$ cat src/hdl/epdcfg_pkg.sv
package epdcfg_pkg;

  // ****************************************************************
  // Timing
  // ****************************************************************
  localparam int CLK_HZ   = 25_000_000;
  localparam int COOL_MS  = 10;
  localparam int COOL_CYC = CLK_HZ / 1000 * COOL_MS;
  localparam int INIT_CYC = 1000;
  localparam int RST_CYC  = 16;
  localparam int SUP_CYC  = 64;

  // ****************************************************************
  // Command codes
  // ****************************************************************
  localparam logic [7:0] CMD_GATE  = 8'h01;
  localparam logic [7:0] CMD_GLVL  = 8'h03;
  localparam logic [7:0] CMD_SRC   = 8'h04;
  localparam logic [7:0] CMD_IPROG = 8'h08;
  localparam logic [7:0] CMD_IWR   = 8'h09;
  localparam logic [7:0] CMD_BOOST = 8'h0C;
  localparam logic [7:0] CMD_SLEEP = 8'h10;
  localparam logic [7:0] CMD_ENTRY = 8'h11;
  localparam logic [7:0] CMD_SWRST = 8'h12;
  localparam logic [7:0] CMD_HVDET = 8'h14;
  localparam logic [7:0] CMD_SUPDT = 8'h15;
  localparam logic [7:0] CMD_TSEL  = 8'h18;
  localparam logic [7:0] CMD_TEMP  = 8'h1A;

  // ****************************************************************
  // Register offsets and fields
  // ****************************************************************
  localparam logic [5:0] OFS_CTRL   = 6'h00;
  localparam logic [5:0] OFS_STATUS = 6'h04;
  localparam logic [5:0] OFS_GATE   = 6'h08;
  localparam logic [5:0] OFS_VOLT   = 6'h0C;
  localparam logic [5:0] OFS_BOOST  = 6'h10;
  localparam logic [5:0] OFS_MISC   = 6'h14;
  localparam logic [5:0] OFS_INIT   = 6'h18;
  localparam int         BIT_CLKON  = 0;
  localparam int         BIT_ANAON  = 1;
  localparam logic [1:0] CTRL_RST   = 2'h3;

  // ****************************************************************
  // Types and reset values
  // ****************************************************************
  typedef enum logic [2:0] {
    S_IDLE, S_INIT, S_RST, S_HV, S_SUP, S_SLEEP
  } epdcfg_st_t;

  typedef struct packed {
    logic [8:0]      gate_lines;
    logic [2:0]      gate_scan;
    logic [4:0]      high_gate_level;
    logic [7:0]      first_positive_source_level;
    logic [7:0]      second_positive_source_level;
    logic [7:0]      negative_source_level;
    logic [3:0][7:0] boost;
    logic [1:0]      sleep_mode;
    logic [2:0]      entry;
    logic [7:0]      sensor_sel;
    logic [11:0]     temperature;
    logic [7:0]      hv_param;
    logic [2:0]      supply_threshold;
  } epdcfg_cfg_t;

  localparam epdcfg_cfg_t CFG_RST = '{
    gate_lines: 9'h000, gate_scan: 3'h0, high_gate_level: 5'h00,
    first_positive_source_level: 8'h41,
    second_positive_source_level: 8'hA8,
    negative_source_level: 8'h32,
    boost: {8'h0F, 8'h96, 8'h9C, 8'h8B},
    sleep_mode: 2'h0, entry: 3'h3, sensor_sel: 8'h48,
    temperature: 12'h07F, hv_param: 8'h00, supply_threshold: 3'h4};

endpackage

$ cat src/hdl/epdcfg_top.sv
// The placing of the registers and the Avalon-MM slave port were left to the implementer.
`timescale 1ns/1ps
module epdcfg_top import epdcfg_pkg::*; #(
  parameter int COOL_CYCLES = COOL_CYC
) (
  input  wire logic        clk_i,
  input  wire logic        rst_n_i,
  input  wire logic        cs_n_i,
  input  wire logic        scl_i,
  input  wire logic        sda_i,
  input  wire logic        dc_i,
  input  wire logic        hv_ready_i,
  input  wire logic        supply_ok_i,
  input  wire logic [5:0]  avs_address,
  input  wire logic        avs_read,
  input  wire logic        avs_write,
  input  wire logic [31:0] avs_writedata,
  output logic      [31:0] avs_readdata,
  output logic             avs_waitrequest,
  output logic             busy_o,
  output epdcfg_cfg_t      cfg_o,
  output logic [9:0]       active_lines_o,
  output logic             first_gate_select_o,
  output logic             gate_interlace_select_o,
  output logic             gate_scan_reverse_o,
  output logic [1:0]       counter_step_direction_o,
  output logic             counter_axis_select_o
);

  // ****************************************************************
  // State
  // ****************************************************************
  typedef struct packed {
    logic            cs_s0;
    logic            cs_s1;
    logic            scl_s0;
    logic            scl_s1;
    logic            scl_prev;
    logic            sda_s0;
    logic            sda_s1;
    logic            dc_s0;
    logic            dc_s1;
    logic            hv_s0;
    logic            hv_s1;
    logic            sup_s0;
    logic            sup_s1;
    logic [6:0]      shift;
    logic [2:0]      bitcnt;
    logic [7:0]      cmd;
    logic [2:0]      idx;
    epdcfg_cfg_t     cfg;
    logic [9:0]      active;
    logic [3:0][7:0] init_code;
    epdcfg_st_t      st;
    logic [31:0]     cnt;
    logic [2:0]      loops;
    logic            hv_flag;
    logic            sup_flag;
    logic [1:0]      ctrl;
    logic            ack;
    logic [31:0]     rdata;
  } epdcfg_state_t;

  epdcfg_state_t s_q;
  epdcfg_state_t s_d;
  logic          rx_done;
  logic [7:0]    rx_byte;
  logic          rx_data;
  logic          bus_req;
  logic [31:0]   cool_target;

  function automatic logic [2:0] param_count(input logic [7:0] c);
    case (c)
      CMD_GATE, CMD_SRC:             param_count = 3'd3;
      CMD_IWR, CMD_BOOST:            param_count = 3'd4;
      CMD_TEMP:                      param_count = 3'd2;
      CMD_GLVL, CMD_SLEEP, CMD_ENTRY,
      CMD_HVDET, CMD_SUPDT, CMD_TSEL: param_count = 3'd1;
      default:                       param_count = 3'd0;
    endcase
  endfunction

  function automatic logic [31:0] reg_read(input epdcfg_state_t s,
                                           input logic [5:0] a);
    case (a)
      OFS_CTRL:   reg_read = {30'h0, s.ctrl};
      OFS_STATUS: reg_read = {s.cmd, 19'h0, s.sup_flag, s.hv_flag,
                              s.cfg.sleep_mode, s.st != S_IDLE};
      OFS_GATE:   reg_read = {13'h0, s.cfg.gate_scan, 7'h0,
                              s.cfg.gate_lines};
      OFS_VOLT:   reg_read = {s.cfg.first_positive_source_level,
                              s.cfg.second_positive_source_level,
                              s.cfg.negative_source_level, 3'h0,
                              s.cfg.high_gate_level};
      OFS_BOOST:  reg_read = s.cfg.boost;
      OFS_MISC:   reg_read = {4'h0, s.cfg.temperature,
                              s.cfg.sensor_sel, 5'h0, s.cfg.entry};
      OFS_INIT:   reg_read = s.init_code;
      default:    reg_read = 32'h0;
    endcase
  endfunction

  // ****************************************************************
  // Serial byte receiver
  // ****************************************************************
  assign rx_done = !s_q.cs_s1 && s_q.scl_s1 && !s_q.scl_prev
                   && s_q.bitcnt == 3'd7;
  assign rx_byte = {s_q.shift, s_q.sda_s1};
  assign rx_data = s_q.dc_s1;
  assign bus_req = avs_read || avs_write;
  assign cool_target = 32'(COOL_CYCLES) *
                       (32'(s_q.cfg.hv_param[6:4]) + 32'd1);

  always_comb begin
    s_d          = s_q;
    s_d.cs_s0    = cs_n_i;
    s_d.cs_s1    = s_q.cs_s0;
    s_d.scl_s0   = scl_i;
    s_d.scl_s1   = s_q.scl_s0;
    s_d.scl_prev = s_q.scl_s1;
    s_d.sda_s0   = sda_i;
    s_d.sda_s1   = s_q.sda_s0;
    s_d.dc_s0    = dc_i;
    s_d.dc_s1    = s_q.dc_s0;
    s_d.hv_s0    = hv_ready_i;
    s_d.hv_s1    = s_q.hv_s0;
    s_d.sup_s0   = supply_ok_i;
    s_d.sup_s1   = s_q.sup_s0;
    s_d.ack      = 1'b0;
    if (s_q.cs_s1) begin
      s_d.bitcnt = 3'd0;
    end else if (s_q.scl_s1 && !s_q.scl_prev) begin
      s_d.shift  = {s_q.shift[5:0], s_q.sda_s1};
      s_d.bitcnt = s_q.bitcnt + 3'd1;
    end

    // ****************************************************************
    // Command decode
    // ****************************************************************
    if (rx_done && s_q.st == S_IDLE) begin
      if (!rx_data) begin
        s_d.cmd = rx_byte;
        s_d.idx = 3'd0;
        if (rx_byte == CMD_IPROG && s_q.ctrl[BIT_CLKON]) begin
          s_d.st  = S_INIT;
          s_d.cnt = 32'd0;
        end
        if (rx_byte == CMD_SWRST) begin
          s_d.cfg            = CFG_RST;
          s_d.cfg.sleep_mode = s_q.cfg.sleep_mode;
          s_d.init_code      = '0;
          s_d.st             = S_RST;
          s_d.cnt            = 32'd0;
        end
      end else if (s_q.idx < param_count(s_q.cmd)) begin
        s_d.idx = s_q.idx + 3'd1;
        case (s_q.cmd)
          CMD_GATE: begin
            if (s_q.idx == 3'd0) s_d.cfg.gate_lines[7:0] = rx_byte;
            if (s_q.idx == 3'd1) s_d.cfg.gate_lines[8] = rx_byte[0];
            if (s_q.idx == 3'd2) s_d.cfg.gate_scan = rx_byte[2:0];
          end
          CMD_GLVL: s_d.cfg.high_gate_level = rx_byte[4:0];
          CMD_SRC: begin
            if (s_q.idx == 3'd0)
              s_d.cfg.first_positive_source_level = rx_byte;
            if (s_q.idx == 3'd1)
              s_d.cfg.second_positive_source_level = rx_byte;
            if (s_q.idx == 3'd2)
              s_d.cfg.negative_source_level = rx_byte;
          end
          CMD_IWR: s_d.init_code[s_q.idx[1:0]] = rx_byte;
          CMD_BOOST: begin
            s_d.cfg.boost[s_q.idx[1:0]] = rx_byte;
          end
          CMD_SLEEP: begin
            s_d.cfg.sleep_mode = rx_byte[1:0];
            if (rx_byte[1:0] != 2'h0) s_d.st = S_SLEEP;
          end
          CMD_ENTRY: s_d.cfg.entry = rx_byte[2:0];
          CMD_HVDET: begin
            s_d.cfg.hv_param = rx_byte;
            if (s_q.ctrl == 2'h3) begin
              s_d.st      = S_HV;
              s_d.cnt     = 32'd0;
              s_d.hv_flag = 1'b0;
              s_d.loops   = (rx_byte[2:0] == 3'd0) ? 3'd1 : rx_byte[2:0];
            end
          end
          CMD_SUPDT: begin
            s_d.cfg.supply_threshold = rx_byte[2:0];
            if (s_q.ctrl == 2'h3) begin
              s_d.st  = S_SUP;
              s_d.cnt = 32'd0;
            end
          end
          CMD_TSEL: s_d.cfg.sensor_sel = rx_byte;
          CMD_TEMP: begin
            if (s_q.idx == 3'd0)
              s_d.cfg.temperature[11:4] = rx_byte;
            else
              s_d.cfg.temperature[3:0] = rx_byte[7:4];
          end
          default: s_d.idx = s_q.idx;
        endcase
      end
    end

    // ****************************************************************
    // Busy sequencer
    // ****************************************************************
    unique case (s_q.st)
      S_IDLE, S_SLEEP: ;
      S_INIT: begin
        s_d.cnt = s_q.cnt + 32'd1;
        if (s_q.cnt == 32'(INIT_CYC - 1)) s_d.st = S_IDLE;
      end
      S_RST: begin
        s_d.cnt = s_q.cnt + 32'd1;
        if (s_q.cnt == 32'(RST_CYC - 1)) s_d.st = S_IDLE;
      end
      S_HV: begin
        s_d.cnt = s_q.cnt + 32'd1;
        if (s_q.cnt == cool_target - 32'd1) begin
          s_d.cnt = 32'd0;
          if (s_q.hv_s1) begin
            s_d.hv_flag = 1'b1;
            s_d.st      = S_IDLE;
          end else if (s_q.loops <= 3'd1) begin
            s_d.st = S_IDLE;
          end else begin
            s_d.loops = s_q.loops - 3'd1;
          end
        end
      end
      S_SUP: begin
        s_d.cnt = s_q.cnt + 32'd1;
        if (s_q.cnt == 32'(SUP_CYC - 1)) begin
          s_d.sup_flag = s_q.sup_s1;
          s_d.st       = S_IDLE;
        end
      end
    endcase

    // ****************************************************************
    // Avalon slave
    // ****************************************************************
    if (bus_req && !s_q.ack) begin
      s_d.ack = 1'b1;
      if (avs_write && avs_address == OFS_CTRL)
        s_d.ctrl = avs_writedata[1:0];
      if (avs_read)
        s_d.rdata = reg_read(s_q, avs_address);
    end
    s_d.active = 10'(s_d.cfg.gate_lines) + 10'd1;
  end

  always_ff @(posedge clk_i or negedge rst_n_i) begin
    if (!rst_n_i) begin
      s_q <= '{cfg: CFG_RST, st: S_IDLE, ctrl: CTRL_RST,
               active: 10'h001, cs_s0: 1'b1, cs_s1: 1'b1, default: '0};
    end else begin
      s_q <= s_d;
    end
  end

  // ****************************************************************
  // Outputs
  // ****************************************************************
  assign avs_waitrequest          = bus_req && !s_q.ack;
  assign avs_readdata             = s_q.rdata;
  assign busy_o                   = s_q.st != S_IDLE;
  assign cfg_o                    = s_q.cfg;
  assign active_lines_o           = s_q.active;
  assign first_gate_select_o      = s_q.cfg.gate_scan[2];
  assign gate_interlace_select_o  = s_q.cfg.gate_scan[1];
  assign gate_scan_reverse_o      = s_q.cfg.gate_scan[0];
  assign counter_step_direction_o = s_q.cfg.entry[1:0];
  assign counter_axis_select_o    = s_q.cfg.entry[2];
endmodule

$ cat config.mk
export PLATFORM = sky130hd
export DESIGN_NAME = epdcfg_top
export DESIGN_NICKNAME = d
export VERILOG_FILES = /design/src/hdl/epdcfg_pkg.sv /design/src/hdl/epdcfg_top.sv
export SDC_FILE = /design/constraint.sdc
export NUM_CORES = 1
export LEC_CHECK = 0
export CAP_MARGIN = 20
export CORE_UTILIZATION = 50
export DETAILED_ROUTE_END_ITERATION = 7
export DONT_BUFFER_PORTS = 1
export GPL_TIMING_DRIVEN = 0
export SKIP_CTS_REPAIR_TIMING = 1
export SLEW_MARGIN = 20
export SYNTH_ARGS = -nofsm -noshare
export SYNTH_HDL_FRONTEND = slang
export SYNTH_SLANG_ARGS = --single-unit
$ cat constraint.sdc
create_clock -name clk_i -period 5.5 [get_ports clk_i]
set_input_delay 0.55 -clock clk_i [delete_from_list [all_inputs] [get_ports clk_i]]
set_output_delay 0.55 -clock clk_i [all_outputs]
set_load 0.05 [all_outputs]
Yosys cells after proc, flatten, opt, wreduce, memory -nomap -nowiden
Memories as Yosys holds them, arrays and structs flattened.
Index checks and enable logic that the tools add are counted.
{"block": "totals", "input_bits": 48, "output_inout_bits": 159, "elab_cells": 218, "rom_bits": 96, "memories": 1, "regBits": 260}
{"memory": "(no name shown)", "words": 32, "word_bits": 3, "read_ports": 1, "rd_ports_with_merged_regs": 0, "wr": 0, "line": "epdcfg_top.sv:73", "rtl": "case (c)"}
{"block": "op_classes", "magnitude_cmp": 4, "reduce_logical": 46, "add_sub_neg": 7, "n_mux": 59, "n_eq_ne": 51, "bitwise_logic": 2, "multipliers": 1}
{"operator": "two-way mux 112 bit", "n": 2}
{"operator": "one-hot mux 32 bit (7 select lines)", "n": 1}
{"operator": "two-way mux 109 bit", "n": 2}
{"operator": "one-hot mux 35 bit (4 select lines)", "n": 1}
{"operator": "two-way mux 67 bit", "n": 2}
{"operator": "two-way mux 39 bit", "n": 3}
{"operator": "two-way mux 32 bit", "n": 3}
{"operator": "two-way mux 71 bit", "n": 1}
{"operator": "two-way mux 35 bit", "n": 2}
{"operator": "bitwise mux 32 bit", "n": 2}
{"operator": "one-hot mux 32 bit (2 select lines)", "n": 1}
{"operator": "equality test 8 x 5 -> 1 bit, second input constant", "n": 7}
{"operator": "two-way mux 8 bit", "n": 7}
{"operator": "two-way mux 3 bit", "n": 18}
{"operator": "two-way mux 33 bit", "n": 1}
{"operator": "adder 32 x 1 -> 32 bit, second input constant", "n": 1}
{"operator": "equality test 32 x 10 -> 1 bit, second input constant", "n": 1}
{"operator": "equality test 32 bit", "n": 1}
{"operator": "equality test 32 x 4 -> 1 bit, second input constant", "n": 1}
{"operator": "equality test 32 x 6 -> 1 bit, second input constant", "n": 1}
{"operator": "AND reduction 4 bit", "n": 8}
{"operator": "AND reduction 5 bit", "n": 6}
{"operator": "inequality test 2 x 1 -> 1 bit, second input constant", "n": 14}
{"operator": "equality test 8 x 4 -> 1 bit, second input constant", "n": 3}
{"operator": "other kinds (46)", "n": 81}

Logic depth before layout (Yosys ltp)
{"block": "depth", "depth_word": 14, "ltp_mapped": 20, "mapped_depth_nobuf": 17}

Least setup slack after synthesis
OpenSTA, ideal clock, no wires.
{"block": "synth_path", "path_kind": "reg2reg", "from": "register s_q, in the netlist cfg_o[7]", "to": "register s_q[63] in the netlist's numbering", "slack_ns": 0.416, "n_path_buf": 4, "synth_period_minus_slack_ns": 5.084, "t_required_ns": 5.361, "stages_incl_launch_ff": 20, "arrival_time_ns": 4.946, "setup_ns": 0.139, "cell_sequence": "dfrtp_1 -> buf_4 -> inv_1 -> ha_1 -> clkbuf_1 -> and2_1 -> nor2_1 -> fa_1 -> fa_1 -> or4_1 -> a211oi_2 -> xnor2_1 -> o21ai_0 -> a2111oi_2 -> nand4_2 -> or3b_4 -> buf_6 -> buf_6 -> a21oi_1 -> a31oi_1"}
{"block": "synth_between", "elab_chain_cells": 6}
{"item": "start: declaration", "line": "epdcfg_top.sv:64", "rtl": "epdcfg_state_t s_q;"}
{"item": "start signal: assignment", "line": "epdcfg_top.sv:260", "rtl": "s_q <= '{cfg: CFG_RST, st: S_IDLE, ctrl: CTRL_RST,"}
{"item": "adder 3 x 1 -> 4 bit", "line": "epdcfg_top.sv:112", "rtl": "(32'(s_q.cfg.hv_param[6:4]) + 32'd1);"}
{"item": "multiplier 14 x 4 -> 18 bit", "line": "epdcfg_top.sv:111", "rtl": "assign cool_target = 32'(COOL_CYCLES) *"}
{"item": "subtractor 22 x 1 -> 23 bit", "line": "epdcfg_top.sv:224", "rtl": "if (s_q.cnt == cool_target - 32'd1) begin"}
{"item": "equality test 32 bit", "line": "epdcfg_top.sv:224"}
{"item": "two-way mux 39 bit", "line": "epdcfg_top.sv:224"}
{"item": "one-hot mux 35 bit (4 select lines)", "line": "epdcfg_top.sv:212", "rtl": "unique case (s_q.st)"}
No other way between the ends.
A chain may end at the register's enable or synchronous reset.

==> reports/results.tsv <==
metric	value	unit
path_max_fanout	10	
synth_nets	1590	
dpl.hpwl	34070	um
netlist_area	14400	sq um
route.detailed.drc	0	
wire_per_inst	23.91	um
p_switching	0.001080	W
die_h	171.7	um
die-area	29480	sq um
status	finished with violations	
crit_family	simple AND/OR/NAND/NOR gates	
cp-start-kind	register	
cap_violations	0	
reg2reg_slack	180	ps
ys_seq_area_share	45.54	%
power_leakage	7.160	nW
hold_ws	-305.6	ps
cp_slowest_cell	or4b_2	
crit_path_end_kind	register	
yosysWarnings	0	
ys_ff_latch	260	
cts_root_buffer	clkbuf_16	
clk_path_buf_depth	3	
insertion_delay	570	ps
intPower	0.003223	W
timing.critical_path.required	5970	ps
grt_pass1_vias	11060	
finalSetupViolCount	0	
synthDistinctLibCells	77	
pwr-share-comb	6.5	%
initial_core_util	51.27	%
crit_chain	buf_8 > clkinvlp_4 > ha_4 > buf_4 > and2_1 > nor2_1 > fa_1 > fa_1 > or4b_2 > o41ai_4 > nand2_1 > o32ai_1 > a211o_1 > nor3b_2 > mux2_4 > a311oi_1	
slew_headroom	24.04	%
drt_first_pass_iters	6	
fin_setup_tns	0	ps
final_cell_mix	217 x dfrtp_1, 167 x buf_4, 166 x nand2_1	
finalWorstPathRequiredPeriod	5317	ps
fmax	188.1	MHz
synth_edf_count	0	
clock_power_share	47.2	%
cts_max_level	1	
syn_area_per_cell	9.536	sq um
min_path_type	in -> async	
crit_path_max_incr_delay	730	ps
antenna_found_initial	0	
power.density	267.2	nW/um^2
cpMostUsedCell	fa_1	
area_growth	11.85	%
grt_usage	31.92	%
total_power	0.004303	W
ir_drop	258.1	uV
drt_iter0_markers	1270	
synth_ff_type	dfrtp_1	
n_antenna_cell	0	
gr-total-overflow	0	
nets	1639	
swShare	25.10	%
violations	hold timing	
grt_pass1_wl	69500	um
power_frac_seq	46.2	%
finClkSkew	34.21	ps
ioPinCount	207	
worstSetupPathType	reg -> reg	
port_buffers	0	
core	28090	sq um
fp-row-count	61	
grt_max_degree	261	
period_share	96.66	%
worst-endpoint-arrival	5790	ps
worst_slew_pin_slew	1139	ps
gp_congestion	0.9341	
cts.clk_slew.worst_paths	70	ps
numCtsBuffers	29	
cts.sinks	260	
ant_nets	0	
fp.dieW	171.7	um
vias_per_cell	6.103	
cts_tree	yes	
crit_buf_inv	3	
final_common_cell	dfrtp_1	
num_vias	11960	
routed_wl	46870	um
ys_async_sr_fraction	100.0	%
final_layout_size_suffix_gt1_share	20.23	%
synthCells	1510	
slew_violations	0	
finalHoldViolations	221	
area by class of cell:
| type | count | area (sq um) |
|---|---|---|
| well taps | 378 | 473.0 |
| multi-input cells | 984 | 6271 |
| flip-flops and latches | 260 | 6560 |
| repair buffers | 18 | 162.7 |
| clock buffers | 44 | 872.1 |
| inverters | 24 | 93.84 |
| fillers | 2589 | 11980 |
| clock inverters | 10 | 128.9 |
| plain buffers | 242 | 1544 |
routing by layer:
| layer | vias to the layer above | GRT usage (%) | routed length [um] |
|---|---|---|---|
| met5 | - | 0 | 0 |
| met4 | 0 | 8.812 | 1366 |
| met3 | 71 | 6.765 | 4029 |
| met2 | 537 | 46.82 | 20390 |
| met1 | 5960 | 47.29 | 21080 |
| li1 | 5393 | - | - |
cells by family (layout without fill, tap and decap cells):
| group | Yosys count | count (layout) | share of synthesized area, % |
|---|---|---|---|
| mux | 50 | 50 | 3.658 |
| compound gates | 414 | 414 | 19.40 |
| xor+xnor | 32 | 32 | 1.946 |
| simple gates | 455 | 455 | 15.22 |
| flops | 260 | 260 | 45.54 |
| buf+inv | 266 | 338 | 11.27 |
| fa+ha+maj | 32 | 32 | 2.937 |
| other cells | 1 | 1 | 0.02604 |
power groups by stage:
stage / logic (W) / clock network [W] / registers, W
global placement: 0.000266 / 0 / 0.00202
finish: 0.000280 / 0.00203 / 0.00199
CTS: 0.000267 / 0.00205 / 0.00199
floorplan: 0.000133 / 0 / 0.00200
detailed placement: 0.000267 / 0 / 0.00202
global route: 0.000286 / 0.00214 / 0.00199
registers in the layout, indices dropped and copies added, names as in the netlist:
signal,flops
active_lines_o,10
rx_byte,8
cfg_o,109
s_q,93
avs_readdata,32
rx_data,1
s_d,7
cells in the mapped netlist, types with 4 or more instances:
| master | instances | area (sq um) |
|---|---|---|
| xor2_1 | 16 | 140.1 |
| dfstp_2 | 41 | 1077 |
| mux2i_1 | 32 | 320.3 |
| nand2_1 | 166 | 623.1 |
| and3_1 | 27 | 168.9 |
| a21oi_1 | 65 | 325.3 |
| ha_1 | 29 | 362.9 |
| nor2_1 | 101 | 379.1 |
| nand3b_1 | 5 | 37.54 |
| dfrtp_1 | 219 | 5480 |
| a21o_1 | 11 | 82.58 |
| nor3b_1 | 4 | 30.03 |
| nand3_1 | 31 | 155.2 |
| nand2b_1 | 18 | 112.6 |
| o21ai_1 | 6 | 30.03 |
| a22o_1 | 66 | 578.1 |
| a32o_1 | 13 | 130.1 |
| a222oi_1 | 11 | 110.1 |
| and2_1 | 10 | 62.56 |
| a211oi_1 | 9 | 67.56 |
| inv_1 | 24 | 90.09 |
| mux2_2 | 17 | 191.4 |
| o21ai_0 | 126 | 630.6 |
| clkbuf_1 | 69 | 259.0 |
| nor4_1 | 13 | 81.33 |
| buf_2 | 13 | 65.06 |
| buf_4 | 156 | 1171 |
| nand4_1 | 15 | 93.84 |
| a31oi_1 | 43 | 269.0 |
| a221oi_1 | 15 | 131.4 |
| a22oi_1 | 13 | 97.59 |
| a21boi_0 | 5 | 37.54 |
| nor3_1 | 28 | 140.1 |
| xnor2_1 | 16 | 140.1 |
| or3_1 | 11 | 68.82 |
final timing paths:
path | depth (start not counted) | startpoint | end
max | 16 | cfg_o[7] | s_q[39]
min | 0 | rst_n_i | s_q[65]
max reg2reg | 16 | cfg_o[7] | s_q[39]
min reg2reg | 0 | s_d[253] | rx_byte[0]
max in group asynchronous | 0 | rst_n_i | s_d[256]
min in group clk_i | 1 | avs_writedata[0] | s_q[33]
stage by stage:
step | cell area [sq um] | setup WS, ps | util (%) | instances
CTS | 15880 | -378.5 | 56.54 | 1942
finish | 16110 | 183.4 | 57.34 | 1960
detailed placement | 14880 | -362.3 | 52.97 | 1888
floorplan | 14400 | 415.7 | - | 1510
global placement | 14870 | -363.1 | 52.95 | 1888
global route | 16110 | -17.23 | 57.34 | 1960
Power figures use the tool's default switching activity.
